--- src/cfe_regs.svh ---
// Constants of the frame error diagnostic status word and its serial port.
// Definitions only; included by the design files.
`ifndef CFE_REGS_SVH
`define CFE_REGS_SVH

`define CFE_ADDR_DIAG5      6'h15
`define CFE_OP_READ_CLEAR   2'h3
`define CFE_CMD_BITS        5'h08
`define CFE_FRAME_BITS      5'h18
`define CFE_CNT_MAX         5'h1F
`define CFE_CNT_ZERO        5'h00
`define CFE_CNT_ONE         5'h01
`define CFE_FEC_MSB         12
`define CFE_FEC_LSB         8
`define CFE_OSC_FAIL_BIT    7
`define CFE_OSC_MON_MSB     4
`define CFE_OSC_MON_LSB     0
`define CFE_WORD_RESET      16'h0000
`define CFE_MON_RESET       5'h00

`endif

--- src/cfe_pkg.sv ---
// Types shared by the frame error diagnostic status block.
// Assumes nothing of its surroundings.
package cfe_pkg;

    typedef enum logic [3:0] {
        S_IDLE = 4'b0001,
        S_CMD  = 4'b0010,
        S_DATA = 4'b0100,
        S_DONE = 4'b1000
    } cfe_spi_e;

endpackage

--- src/cfe_sync.sv ---
// Two-flip-flop synchroniser for a group of pin inputs.
// Assumes the inputs are asynchronous to clk.
`timescale 1ns/10ps
`default_nettype none

module cfe_sync #(
    parameter int WIDTH = 1
) (
    input  wire logic             clk,    // System clock
    input  wire logic             arst_n, // Async reset, active low
    input  wire logic [WIDTH-1:0] d,      // Asynchronous inputs
    input  wire logic [WIDTH-1:0] rst_val,// Constant level held in reset
    output logic      [WIDTH-1:0] q       // Synchronised outputs
);
    logic [WIDTH-1:0] meta_q;
    logic [WIDTH-1:0] sync_q;

    // Reset constants come from tie-offs at the instance
    always_ff @(posedge clk or negedge arst_n)
    begin
        if (!arst_n)
        begin
            meta_q <= '0;
            sync_q <= '0;
        end
        else
        begin
            meta_q <= d ^ rst_val;
            sync_q <= meta_q;
        end
    end

    assign q = sync_q ^ rst_val;
endmodule

`default_nettype wire

--- src/cfe_status_top.sv ---
// Frame error diagnostic status word with its serial control port slave.
// Assumes frame and oscillator events come from logic on clk; the serial
// pins come from outside and are synchronised first.
// What this block does
// - Command address 010101 selects the word; bytes 15..8 then 7..0.
// - Five-bit frame error count sits in bits 12..8, LSB at 8.
// - Erroneous frame (CRC, stuff, form) adds one to the count.
// - A correctly decoded frame with no erroneous frame in that cycle subtracts one from a nonzero count.
// - Error at count 31: wake, set frame-detect error, count to 0.
// - Oscillator failure flag in bit 7 held until read-and-clear.
// - Oscillator monitor bits 4..0 refreshed after each sent frame.
// - Count field refreshed as live value after each sent frame.
// - Frame-detect error flag latched until read-and-clear of neighbour.
// - System error is NOT all read-done OR osc failure OR frame-detect error flag.
// - System error blocks and clears the selective wake enable.
`timescale 1ns/10ps
`default_nettype none
`include "cfe_regs.svh"

module cfe_status_top
    import cfe_pkg::*;
#(
    parameter int RD_BITS = 9
) (
    input  wire logic               clk,            // 125 MHz clock
    input  wire logic               arst_n,         // Async reset
    input  wire logic               spi_sclk,       // Serial clock pin
    input  wire logic               spi_csn,        // Chip select pin
    input  wire logic               spi_mosi,       // Serial data in pin
    output logic                    spi_miso_o,     // Serial data out
    output logic                    spi_miso_oe,    // Data out enable
    input  wire logic               frame_ok,       // Good frame pulse
    input  wire logic               frame_err,      // Bad frame pulse
    input  wire logic               frame_sent,     // Frame sent pulse
    input  wire logic               osc_fail_event, // Osc failure pulse
    input  wire logic [4:0]         osc_mon_in,     // Osc monitor live
    input  wire logic [RD_BITS-1:0] wake_register_read_done, // Done bits
    input  wire logic               frame_detect_error_bit_clear,   // Neighbour rd-clear
    input  wire logic               selective_wake_enable_wr,       // Wake enable write
    input  wire logic               selective_wake_enable_wdata,    // Wake enable value
    output logic                    frame_detect_error_bit, // Flag
    output logic                    wake_system_error,      // Sys error
    output logic                    selective_wake_enable,  // Enable
    output logic                    wake_up_q       // Wake pulse
);
    // Synchronised pins
    logic [2:0] pins_s;
    logic       sclk_s;
    logic       csn_s;
    logic       mosi_s;

    cfe_sync #(
        .WIDTH (3)
    ) u_sync (
        .clk     (clk),
        .arst_n  (arst_n),
        .d       ({spi_sclk, spi_csn, spi_mosi}),
        .rst_val (3'h2),
        .q       (pins_s)
    );

    assign sclk_s = pins_s[2];
    assign csn_s  = pins_s[1];
    assign mosi_s = pins_s[0];

    logic       sclk_prev_q;
    logic       sclk_rise;
    logic       sclk_fall;
    logic       cs_active;

    assign sclk_rise = sclk_s & ~sclk_prev_q;
    assign sclk_fall = ~sclk_s & sclk_prev_q;
    assign cs_active = ~csn_s;

    // Frame error counter and visible fields
    logic [4:0]  count_q;
    logic [4:0]  count_d;
    logic [4:0]  fec_field_q;
    logic [4:0]  osc_mon_q;
    logic        osc_fail_q;
    logic        frame_detect_error_bit_q;
    logic        overflow;

    assign overflow = frame_err & (count_q == `CFE_CNT_MAX);
    assign count_d  = overflow ? `CFE_CNT_ZERO :
                      frame_err ? count_q + `CFE_CNT_ONE :
                      (frame_ok && count_q != `CFE_CNT_ZERO) ?
                          count_q - `CFE_CNT_ONE :
                      count_q;

    // Serial port state
    cfe_spi_e   state_q;
    cfe_spi_e   state_d;
    logic [4:0] bit_q;
    logic [7:0] cmd_q;
    logic [15:0] shift_q;
    logic [15:0] status_word;
    logic       addr_hit;
    logic       rd_clear_done;
    logic       cmd_complete;

    // Reserved positions stay zero
    always_comb
    begin
        status_word = `CFE_WORD_RESET;
        status_word[`CFE_FEC_MSB:`CFE_FEC_LSB] = fec_field_q;
        status_word[`CFE_OSC_FAIL_BIT] = osc_fail_q;
        status_word[`CFE_OSC_MON_MSB:`CFE_OSC_MON_LSB] = osc_mon_q;
    end

    assign addr_hit = (cmd_q[5:0] == `CFE_ADDR_DIAG5);
    assign cmd_complete = sclk_rise & (bit_q == `CFE_CMD_BITS - 5'h01);
    // Clear only after a whole 24-bit transfer, so an aborted frame
    // cannot lose a failure the host never saw
    assign rd_clear_done = csn_s & (state_q == S_DONE) & addr_hit &
                           (cmd_q[7:6] == `CFE_OP_READ_CLEAR);

    always_comb
    begin
        state_d = state_q;
        case (state_q)
            S_IDLE:
                if (cs_active)
                    state_d = S_CMD;
            S_CMD:
                if (csn_s)
                    state_d = S_IDLE;
                else if (cmd_complete)
                    state_d = S_DATA;
            S_DATA:
                if (csn_s)
                    state_d = S_IDLE;
                else if (sclk_rise &&
                         bit_q == `CFE_FRAME_BITS - 5'h01)
                    state_d = S_DONE;
            S_DONE:
                if (csn_s)
                    state_d = S_IDLE;
            default:
                state_d = S_IDLE;
        endcase
    end

    always_ff @(posedge clk or negedge arst_n)
    begin
        if (!arst_n)
        begin
            state_q     <= S_IDLE;
            sclk_prev_q <= 1'b0;
            bit_q       <= 5'h00;
            cmd_q       <= 8'h00;
            shift_q     <= `CFE_WORD_RESET;
            spi_miso_o  <= 1'b0;
            spi_miso_oe <= 1'b0;
        end
        else
        begin
            state_q     <= state_d;
            sclk_prev_q <= sclk_s;
            spi_miso_oe <= cs_active;
            if (csn_s)
                bit_q <= 5'h00;
            else if (sclk_rise && state_q != S_DONE)
                bit_q <= bit_q + 5'h01;
            if (sclk_rise && state_q == S_CMD)
                cmd_q <= {cmd_q[6:0], mosi_s};
            // Word is captured once so both bytes come from one instant
            if (cmd_complete && state_q == S_CMD)
                shift_q <= ({cmd_q[4:0], mosi_s} == `CFE_ADDR_DIAG5) ?
                           status_word : `CFE_WORD_RESET;
            else if (sclk_fall && state_q == S_DATA)
            begin
                spi_miso_o <= shift_q[15];
                shift_q    <= {shift_q[14:0], 1'b0};
            end
            else if (csn_s)
                spi_miso_o <= 1'b0;
        end
    end

    // Status and counter flops
    logic wake_system_error_d;
    logic selective_wake_enable_d;

    assign wake_system_error_d = ~(&wake_register_read_done) | osc_fail_q |
                       frame_detect_error_bit_q;
    assign selective_wake_enable_d = wake_system_error_d ? 1'b0 :
                     selective_wake_enable_wr ? selective_wake_enable_wdata : selective_wake_enable;

    always_ff @(posedge clk or negedge arst_n)
    begin
        if (!arst_n)
        begin
            count_q                <= `CFE_CNT_ZERO;
            fec_field_q            <= `CFE_CNT_ZERO;
            osc_mon_q              <= `CFE_MON_RESET;
            osc_fail_q             <= 1'b0;
            frame_detect_error_bit_q               <= 1'b0;
            frame_detect_error_bit <= 1'b0;
            wake_system_error      <= 1'b1;
            selective_wake_enable  <= 1'b0;
            wake_up_q              <= 1'b0;
        end
        else
        begin
            count_q <= count_d;
            // Snapshot includes the frame event of the same cycle
            if (frame_sent)
            begin
                fec_field_q <= count_d;
                osc_mon_q   <= osc_mon_in;
            end
            // Set wins over clear
            if (osc_fail_event)
                osc_fail_q <= 1'b1;
            else if (rd_clear_done)
                osc_fail_q <= 1'b0;
            if (overflow)
                frame_detect_error_bit_q <= 1'b1;
            else if (frame_detect_error_bit_clear)
                frame_detect_error_bit_q <= 1'b0;
            frame_detect_error_bit <= overflow | (frame_detect_error_bit_q & ~frame_detect_error_bit_clear);
            wake_up_q              <= overflow;
            wake_system_error      <= wake_system_error_d;
            selective_wake_enable  <= selective_wake_enable_d;
        end
    end
endmodule

`default_nettype wire

--- config.mk ---
export PLATFORM = sky130hd
export DESIGN_NAME = cfe_status_top
export DESIGN_NICKNAME = d
export VERILOG_FILES = /design/src/cfe_pkg.sv /design/src/cfe_sync.sv /design/src/cfe_status_top.sv
export VERILOG_INCLUDE_DIRS = /design/src /design/src/src
export SDC_FILE = /design/constraint.sdc
export NUM_CORES = 1
export LEC_CHECK = 0
export BUFFER_PORTS_ARGS = -buffer_cell sky130_fd_sc_hd__buf_2
export CAP_MARGIN = 20
export CORE_MARGIN = 2
export CORE_UTILIZATION = 52
export DETAILED_ROUTE_END_ITERATION = 8
export GPL_TIMING_DRIVEN = 0
export PLACE_DENSITY = 0.75
export SLEW_MARGIN = 20
export SYNTH_ARGS = -nofsm -noshare
export SYNTH_HDL_FRONTEND = slang
export SYNTH_SLANG_ARGS = --single-unit
--- constraint.sdc ---
create_clock -name clk -period 2.1 [get_ports clk]
set_clock_uncertainty 0.15 [all_clocks]
set_input_delay 0.42 -clock clk [delete_from_list [all_inputs] [get_ports clk]]
set_output_delay 0.42 -clock clk [all_outputs]
set_load 0.05 [all_outputs]
After elaboration in Yosys (flattened, before gate mapping)
Index checks and enable logic that the tools add are counted.

Flip-flop bits (word level): 63. Input port bits: 26. Output and inout bits: 6. Logic and storage cells: 93.

Add/subtract/negate cells: 3. Equality and inequality tests: 17. Mux-type cells: 23. Bitwise gates (word level): 18. Reductions and logical operators: 14.

Operators with widths (number): 16-bit 2-to-1 mux (2); 5-bit 2-to-1 mux (5); 4-bit 2-to-1 mux (6); 4-bit one-hot mux with 4 select lines (1); 13-bit 2-to-1 mux (1); 6-bit by 5-bit equality test with 1-bit output, second input constant (2); 5-bit by 1-bit adder with 5-bit output, second input constant (2); 5-bit equality test, second input constant (2); 9-bit AND reduction (1); 1-bit AND (8); 1-bit 2-to-1 mux (8); 2-bit nonzero test (4); 1-bit inverter (7); 1-bit logical AND (6); 2-bit != test, second input constant (3); 3-bit != test, second input constant (2); 5-bit by 3-bit equality test with 1-bit output, second input constant (1); 5-bit nonzero test (1); 5-bit by 1-bit subtractor with 5-bit output, second input constant (1); 4-bit by 1-bit equality test with 1-bit output, second input constant (1); 4-bit by 2-bit equality test with 1-bit output, second input constant (1); 4-bit by 3-bit equality test with 1-bit output, second input constant (1); 4-bit equality test, second input constant (1); 4-bit != test, second input constant (1); other kinds (5) (7).

Logic depth before layout (Yosys ltp)
Gate-level depths: netlist of run 1.

Word-level depth: 6. Depth in mapped cells: 7. Gate-level depth less buffers: 7.

Hierarchy
A second synthesis of run 1 with hierarchy kept.

Cell total of the unflattened synthesis: 225. Area total of the unflattened synthesis: 2756.4 um^2.

Modules (own cells, without submodules): cfe_status_top (instances 1, cells an instance 213, area an instance 2553.7 um^2, seq. area each 1428.9 um^2); cfe_sync (instances 1, cells an instance 12, area an instance 202.7 um^2, seq. area each 150.1 um^2).

Least setup slack after synthesis of run 1
No wires, ideal clock.

Path kind: reg2reg. Start point: register count_q[0]. End point: register fec_field_q[3]. Library setup time: 0.125 ns. Data arrival time: 1.686 ns. Data required time: 1.825 ns. Path slack: 0.139 ns. Stages on the path, launching flop included: 7. Path buffers: 0. Period minus slack after synthesis: 1.961 ns. Cells stage by stage: dfrtp_1 > inv_1 > ha_1 > or4b_2 > a31oi_1 > xor2_1 > o2bb2ai_1.

Longest elaborated chain between the ends: 5. Elaborated cells between the ends (all ways): 9. Those cells by class: add/sub: 2; eq/ne: 1; mux: 3; bitwise: 1; reduce/logical: 2.

RTL lines: start, declared (RTL line cfe_status_top.sv:76) `logic [4:0] count_q;`; start signal, assigned (RTL line cfe_status_top.sv:194) `` count_q <= `CFE_CNT_ZERO; ``; start signal, assigned (RTL line cfe_status_top.sv:206) `count_q <= count_d;`; branches (longest 4 deep; another with 5-bit by 1-bit subtractor with 5-bit output); 5-bit 2-to-1 mux * (RTL line cfe_status_top.sv:85) `` assign count_d = overflow ? `CFE_CNT_ZERO : ``; end signal, assigned (RTL line cfe_status_top.sv:195) `` fec_field_q <= `CFE_CNT_ZERO; ``; end signal, assigned (RTL line cfe_status_top.sv:210) `fec_field_q <= count_d;`; end, declared (RTL line cfe_status_top.sv:78) `logic [4:0] fec_field_q;`.

Mark *: on every way between the ends. A chain may end at the register's enable or synchronous reset.

Final worst setup path of run 1
Start point: register state_q[2]. End point: register cmd_q[0].

Longest elaborated chain between the ends: 2.

RTL lines: start, declared (RTL line cfe_status_top.sv:92) `cfe_spi_e state_q;`; start signal, assigned (RTL line cfe_status_top.sv:158) `state_q <= state_d;`; 4-bit by 2-bit equality test with 1-bit output (RTL line cfe_status_top.sv:165) `if (sclk_rise && state_q == S_CMD)`; 1-bit logical AND (RTL line cfe_status_top.sv:165); end signal, assigned (RTL line cfe_status_top.sv:166) `cmd_q <= {cmd_q[6:0], mosi_s};`; end, declared (RTL line cfe_status_top.sv:95) `logic [7:0] cmd_q;`.

No other way between the ends.

==> results of run 1 <==
registers in the layout, indices dropped and copies added, names as in the netlist, 3 cells and up:
register,count
bit_q,5
cmd_q,8
count_q,5
fec_field_q,5
osc_mon_q,5
shift_q,16
state_q,4
u_sync.meta_q,3
u_sync.sync_q,3
logic make-up after synthesis:
group | after synthesis | synth area share
multiplexers | 31 | 0.115
XOR/XNOR | 6 | 0.0184
AND/OR/NAND/NOR | 78 | 0.174
AO/OA/AOI/OAI | 38 | 0.0860
buffers and inverters | 19 | 0.0347
adder cells (fa/ha/maj) | 4 | 0.0176
flip-flops | 63 | 0.554
critical path, delay by kind of cell, from the launching register on:
| kind | cells | cell delay, ns |
|---|---|---|
| muxes | 1 | 0.29 |
| and+or+nand+nor | 2 | 0.77 |
| buffers and inverters | 2 | 0.32 |
| DFF | 1 | 0.37 |
report_power, final:
part           leakage [uW]  total, uW  internal (uW)  switching [uW]
Sequential         0.000818       1480           1350             131
Combinational      0.000732        497            245             252
Clock              0.000103       1100            647             454
Total               0.00165       3080           2240             837
worst min path at each step:
stage | startpoint | to | slack (ns) | cells past startpoint
detailed placement | u_sync.meta_q[0]$_DFF_PN0_ | u_sync.sync_q[0]$_DFF_PN0_ | 0.19 | 0
finish | arst_n | u_sync.meta_q[1]$_DFF_PN0_ | -0.006 | 1
global placement | u_sync.meta_q[1]$_DFF_PN0_ | u_sync.sync_q[1]$_DFF_PN0_ | 0.18 | 0
CTS | arst_n | bit_q[0]$_DFFE_PN0P_ | 0.03 | 1
global route | spi_sclk | u_sync.meta_q[2]$_DFF_PN0_ | 0.03 | 1
floorplan | arst_n | bit_q[0]$_DFFE_PN0P_ | -0.03 | 0
metrics by stage:
stage / TNS (ns) / hold WS [ns] / instances / worst slack (ns)
global placement: -0.942 / 0.182 / 340 / -0.0831
CTS: 0 / 0.0277 / 361 / 0.000145
global route: -0.00218 / 0.0295 / 362 / -0.00218
detailed placement: -0.737 / 0.188 / 340 / -0.0611
floorplan: 0 / -0.0256 / 239 / 0.139
finish: 0 / -0.00592 / 362 / 0.0685
final cells by class:
cell class,instances,share of cell area
sequential,63,0.464
inverter,9,0.00994
timing repair buffer,37,0.0596
clock buffer,14,0.0508
tap,70,0.0258
buffer,10,0.0199
multi-input combinational,157,0.358
clock inverter,2,0.0110
cell usage in the layout, fill, tap and decap left out, drive strengths merged, types with 3 or more instances in the layout:
cell type,synthesis,routed
nand2b,5,5
nand2,11,11
nand4b,3,3
mux2,15,15
ha,4,4
o22ai,4,4
inv,9,9
a21oi,3,3
o31ai,4,4
nor2,13,13
nand3b,3,3
xor2,5,5
nand3,14,14
and2,3,3
dfrtp,61,61
o21ai,18,18
mux2i,16,16
clkbuf,3,18
nor3,4,4
buf,7,43
cell usage after synthesis (all sizes together), types with 2 or more instances:
master,n,share of area
mux2,15,0.059
and4,2,0.0061
nor3,4,0.0070
a21oi,3,0.0053
nor3b,2,0.0053
nor4b,2,0.0083
o22ai,4,0.0088
or4b,2,0.0083
o21ai,18,0.037
o31ai,4,0.011
dfrtp,61,0.54
nor2,13,0.017
inv,9,0.012
and2,3,0.0066
a21boi,2,0.0053
ha,4,0.018
nand3b,3,0.0079
or2,2,0.0044
nand4,2,0.0044
buf,7,0.019
nand2,11,0.014
nand3,14,0.032
nand2b,5,0.011
nand4b,3,0.0092
dfstp,2,0.018
mux2i,16,0.056
clkbuf,3,0.0040
xor2,5,0.015
and3,2,0.0044
nor4,2,0.0097
layer usage:
metal  vias up  share of wire
li1        961              -
met1       971           0.49
met2        46           0.44
met3        10          0.045
met4         0          0.022
met5         -              0
timing repair:
item / 4_1_cts / 5_1_grt
setup buffers: 5 / 1
cloned: 0 / 0
setup endpoints to repair: 18 / 14
pin swaps: 3 / 1
resized for setup: 1 / 9
==> impl_metrics.tcl, run 1 <==
set metrics [dict create \
    fmax_mhz 492 \
    h-tree-depth 3 \
    status "complete, but fails checks" \
    worstPathCellList "buf_6 > or4b_4 > or2_1 > buf_2 > mux2_2" \
    place_area_sq_mm 0.00310 \
    chipWidth_microns 78.0 \
    powerDensity_mw_per_mm2 906 \
    fin_crit_ns 2.03 \
    syn_to_final_growth_pct 19.3 \
    min_path_type "input pin to asynchronous set/reset pin" \
    r2r_slack_ns 0.07 \
    busiest_layer "met2" \
    slowest_stage "or4b_4" \
    ir_drop_mv 0.825 \
    fill_cells 398 \
    maxCapViolCount 0 \
    clk_pin_slew_ns 0.07 \
    cts_root_buf "clkbuf_8" \
    drive_gt1_frac 0.318 \
    final_max_slew_viol_count 0 \
    cts_hold_buf 0 \
    multi_input_area_sq_mm 0.00122 \
    total_power_uw 3080 \
    r2r-start "state_q[2]$_DFFE_PN0P_" \
    fin_nets 317 \
    ys_seq_elements 63 \
    r2r_end "cmd_q[0]$_DFFE_PN0P_" \
    synthCells 239 \
    seqCellArea_sq_mm 0.00158 \
    dr.pass1.iters 5 \
    grt_max_degree 64 \
    worst_slew_pin_slew_ns 0.762 \
    maxSlewHeadroom 0.492 \
    synth_area_sq_mm 0.00285 \
    cts_buffer_depth 2 \
    synth_nets 269 \
    max_stage_delay_ns 0.54 \
    viasPerCell 5.49 \
    met1_usage 0.278 \
    end_kind "flop" \
    vias 1988 \
    startpoint "state_q[2]$_DFFE_PN0P_" \
    die_h_microns 78.0 \
    grt_usage 0.197 \
    synthArstFlopShare 1.00 \
    reg2regPathDepth 5 \
    ys_seq_area_frac 0.554 \
    drc 0 \
    synth_ff_type "dfrtp_1" \
    dp_hpwl_microns 3340 \
    finalInstanceArea_sq_mm 0.00340 \
    setup_viol 0 \
    use_met2 0.285 \
    grt_pass1_vias 1949 \
    worstSetupStartpointType "flop" \
    ios 32 \
    portBuffers 31 \
    yosys_warnings 0 \
    wl_per_cell_microns 14.6 \
    rows 26 \
    n_antenna_cell 0 \
    first_iter_violations 87 \
    fin_util 0.653 \
    antenna_found_initial 0 \
    cts_sinks 63 \
    grt_pass1_wl_microns 9230 \
    met3_usage 0.0448 \
    whs_ns -0.00592 \
    core-area_sq_mm 0.00520 \
    synth_cell_types 51 \
    clk_latency_ns 0.34 \
    cp_max_fo 9 \
    wl_microns 5270 \
    arrival_ns 2.10 \
    p_leak_uw 0.00165 \
    hold_viol_final 4 \
    violations "hold timing" \
    cts_tree "done" \
    die_area_sq_mm 0.00609 \
    syn_area_per_cell_sq_um 11.9 \
    start_util 0.548 \
    ant_nets 0 \
    min_period_over_period 0.967 \
    synth_edf_count 0 \
    cts_buffers 9 \
    crit_type "flop to flop" \
    required_ns 2.17 \
    gp_congestion 0.821 \
    endpoint "cmd_q[0]$_DFFE_PN0P_" \
    grt.overflow.total 0 \
]
Power figures use the tool's default switching activity.
==> inputs of run 2 (changes only) <==
Settings changed: CORE_MARGIN 2 to 1.
==> run 2 against run 1 <==
  * The run still ends with hold timing left
  * Non-clock buffer count grew 1
  * Final cell count grew 0.28%
  * Worst hold slack worse by 0.0031 ns
  * First-iteration DRC count rose by 4.6%
  * Sequential cell count did not move
  * Sequential share of layout area fell by 0.27 points
  * Register-to-register slack barely moved
  * Critical path depth unchanged
  * Combinational power down 9.3%
  * Fmax increased by 0.42%
  * Global-route usage is 1.0 points higher
==> impl_metrics.tcl, run 2 (same netlist as run 1, synthesis figures left out) <==
set metrics [dict create \
    status "complete, but fails checks" \
    violations "hold timing" \
    ios 32 \
    r2r_slack_ns 0.08 \
    mostFrequentLayoutCells "61 x dfrtp_1, 33 x buf_2, 16 x mux2i_1, 15 x mux2_2, 13 x nor2_1" \
    largest-register "shift_q" \
    rows 26 \
    vias 1983 \
    p_leak_uw 0.00167 \
    mostFrequentLayoutCell "dfrtp_1" \
    wl_per_cell_microns 14.4 \
    wl_microns 5240 \
    min_period_over_period 0.963 \
    fin_crit_ns 2.02 \
    cts_tree "done" \
    worst_slew_pin_slew_ns 0.772 \
    cts_root_buf "clkbuf_8" \
    syn_to_final_growth_pct 20.0 \
    worstSetupStartpointType "flop" \
    grt_max_degree 64 \
    rsz0062_at_grt "false" \
    min_path_type "input pin to asynchronous set/reset pin" \
    powerDensity_mw_per_mm2 929 \
    ir_drop_mv 0.817 \
    reg2regPathDepth 5 \
    whs_ns -0.00903 \
    antenna_found_initial 0 \
    cts_buffers 9 \
    grt_usage 0.207 \
    portBuffers 31 \
    setup_viol 0 \
    die_h_microns 76.0 \
    dr.pass1.iters 5 \
    maxSlewHeadroom 0.486 \
    fin_nets 318 \
    timing.final.ws_setup_ns 0.0770 \
    viasPerCell 5.46 \
    n_antenna_cell 0 \
    grt.overflow.total 0 \
    finalInstanceArea_sq_mm 0.00342 \
    r2r_end "cmd_q[6]$_DFFE_PN0P_" \
    arrival_ns 2.10 \
    end_kind "flop" \
    cts_sinks 63 \
    grt_pass1_vias 1993 \
    cts_hold_buf 0 \
    dp_hpwl_microns 3470 \
    clk_latency_ns 0.34 \
    maxCapViolCount 0 \
    largest_reg_flops 16 \
    total_power_uw 3180 \
    drive_gt1_frac 0.321 \
    cts_buffer_depth 2 \
    grt_pass1_wl_microns 9200 \
    cp_max_fo 9 \
    ant_nets 0 \
    h-tree-depth 3 \
    r2r-start "state_q[2]$_DFFE_PN0P_" \
    top_regs "shift_q (16), cmd_q (8)" \
    die_area_sq_mm 0.00578 \
    hold_viol_final 7 \
    required_ns 2.18 \
    core-area_sq_mm 0.00520 \
    final_max_slew_viol_count 0 \
    start_util 0.548 \
    gp_congestion 0.851 \
    chipWidth_microns 76.0 \
    crit_type "flop to flop" \
    first_iter_violations 91 \
    place_area_sq_mm 0.00310 \
    clk_pin_slew_ns 0.08 \
    fmax_mhz 494 \
    drc 0 \
    place_ws_ns -0.116 \
]
## run 2: layer usage
metal	global-route usage	share of wire	wire, microns
met3	0.0419	0.034	177
met2	0.312	0.44	2330
met4	0.110	0.023	119
met5	0	0	0
met1	0.284	0.50	2610
## run 2: worst max-delay path: stages (launching register included)
cell and delay (ns):
dfrtp_1 0.38, buf_6 0.14, or4b_4 0.54, or2_1 0.23, buf_2 0.19, mux2_2 0.29
## run 2: per-stage QoR
stage | util | cells | TNS (ns)
floorplan | - | 239 | 0
global placement | 0.594 | 340 | -0.682
detailed placement | 0.595 | 340 | -1.16
CTS | 0.646 | 359 | 0
global route | 0.657 | 363 | 0
finish | 0.657 | 363 | 0
## run 2: power breakdown
group / internal, uW / switching, uW
Combinational: 223 / 228
Sequential: 1350 / 126
Clock: 768 / 480
## run 2: worst max-delay path by stage
stage,startpoint,endpoint,slack [ns]
floorplan,count_q[0]$_DFF_PN0_,fec_field_q[3]$_DFFE_PN0P_,0.14
global placement,state_q[2]$_DFFE_PN0P_,shift_q[10]$_DFFE_PN0P_,-0.07
detailed placement,state_q[2]$_DFFE_PN0P_,shift_q[3]$_DFFE_PN0P_,-0.12
CTS,count_q[0]$_DFF_PN0_,fec_field_q[3]$_DFFE_PN0P_,0.03
global route,state_q[2]$_DFFE_PN0P_,cmd_q[6]$_DFFE_PN0P_,0.01
finish,state_q[2]$_DFFE_PN0P_,cmd_q[6]$_DFFE_PN0P_,0.08
## run 2: cell type report
cell class / count / area [sq um]
Tap cell: 70 / 87.6
Clock inverter: 4 / 76.3
Timing Repair Buffer: 38 / 214
Inverter: 9 / 33.8
Multi-Input combinational cell: 157 / 1200
Clock buffer: 12 / 165
Fill cell: 393 / 1790
Sequential cell: 63 / 1580
Buffer: 10 / 67.6
## run 2: repair_timing
item	4_1_cts	5_1_grt
resized for setup	1	8
pin swaps	3	4
setup buffers	3	4
setup endpoints to repair	19	29
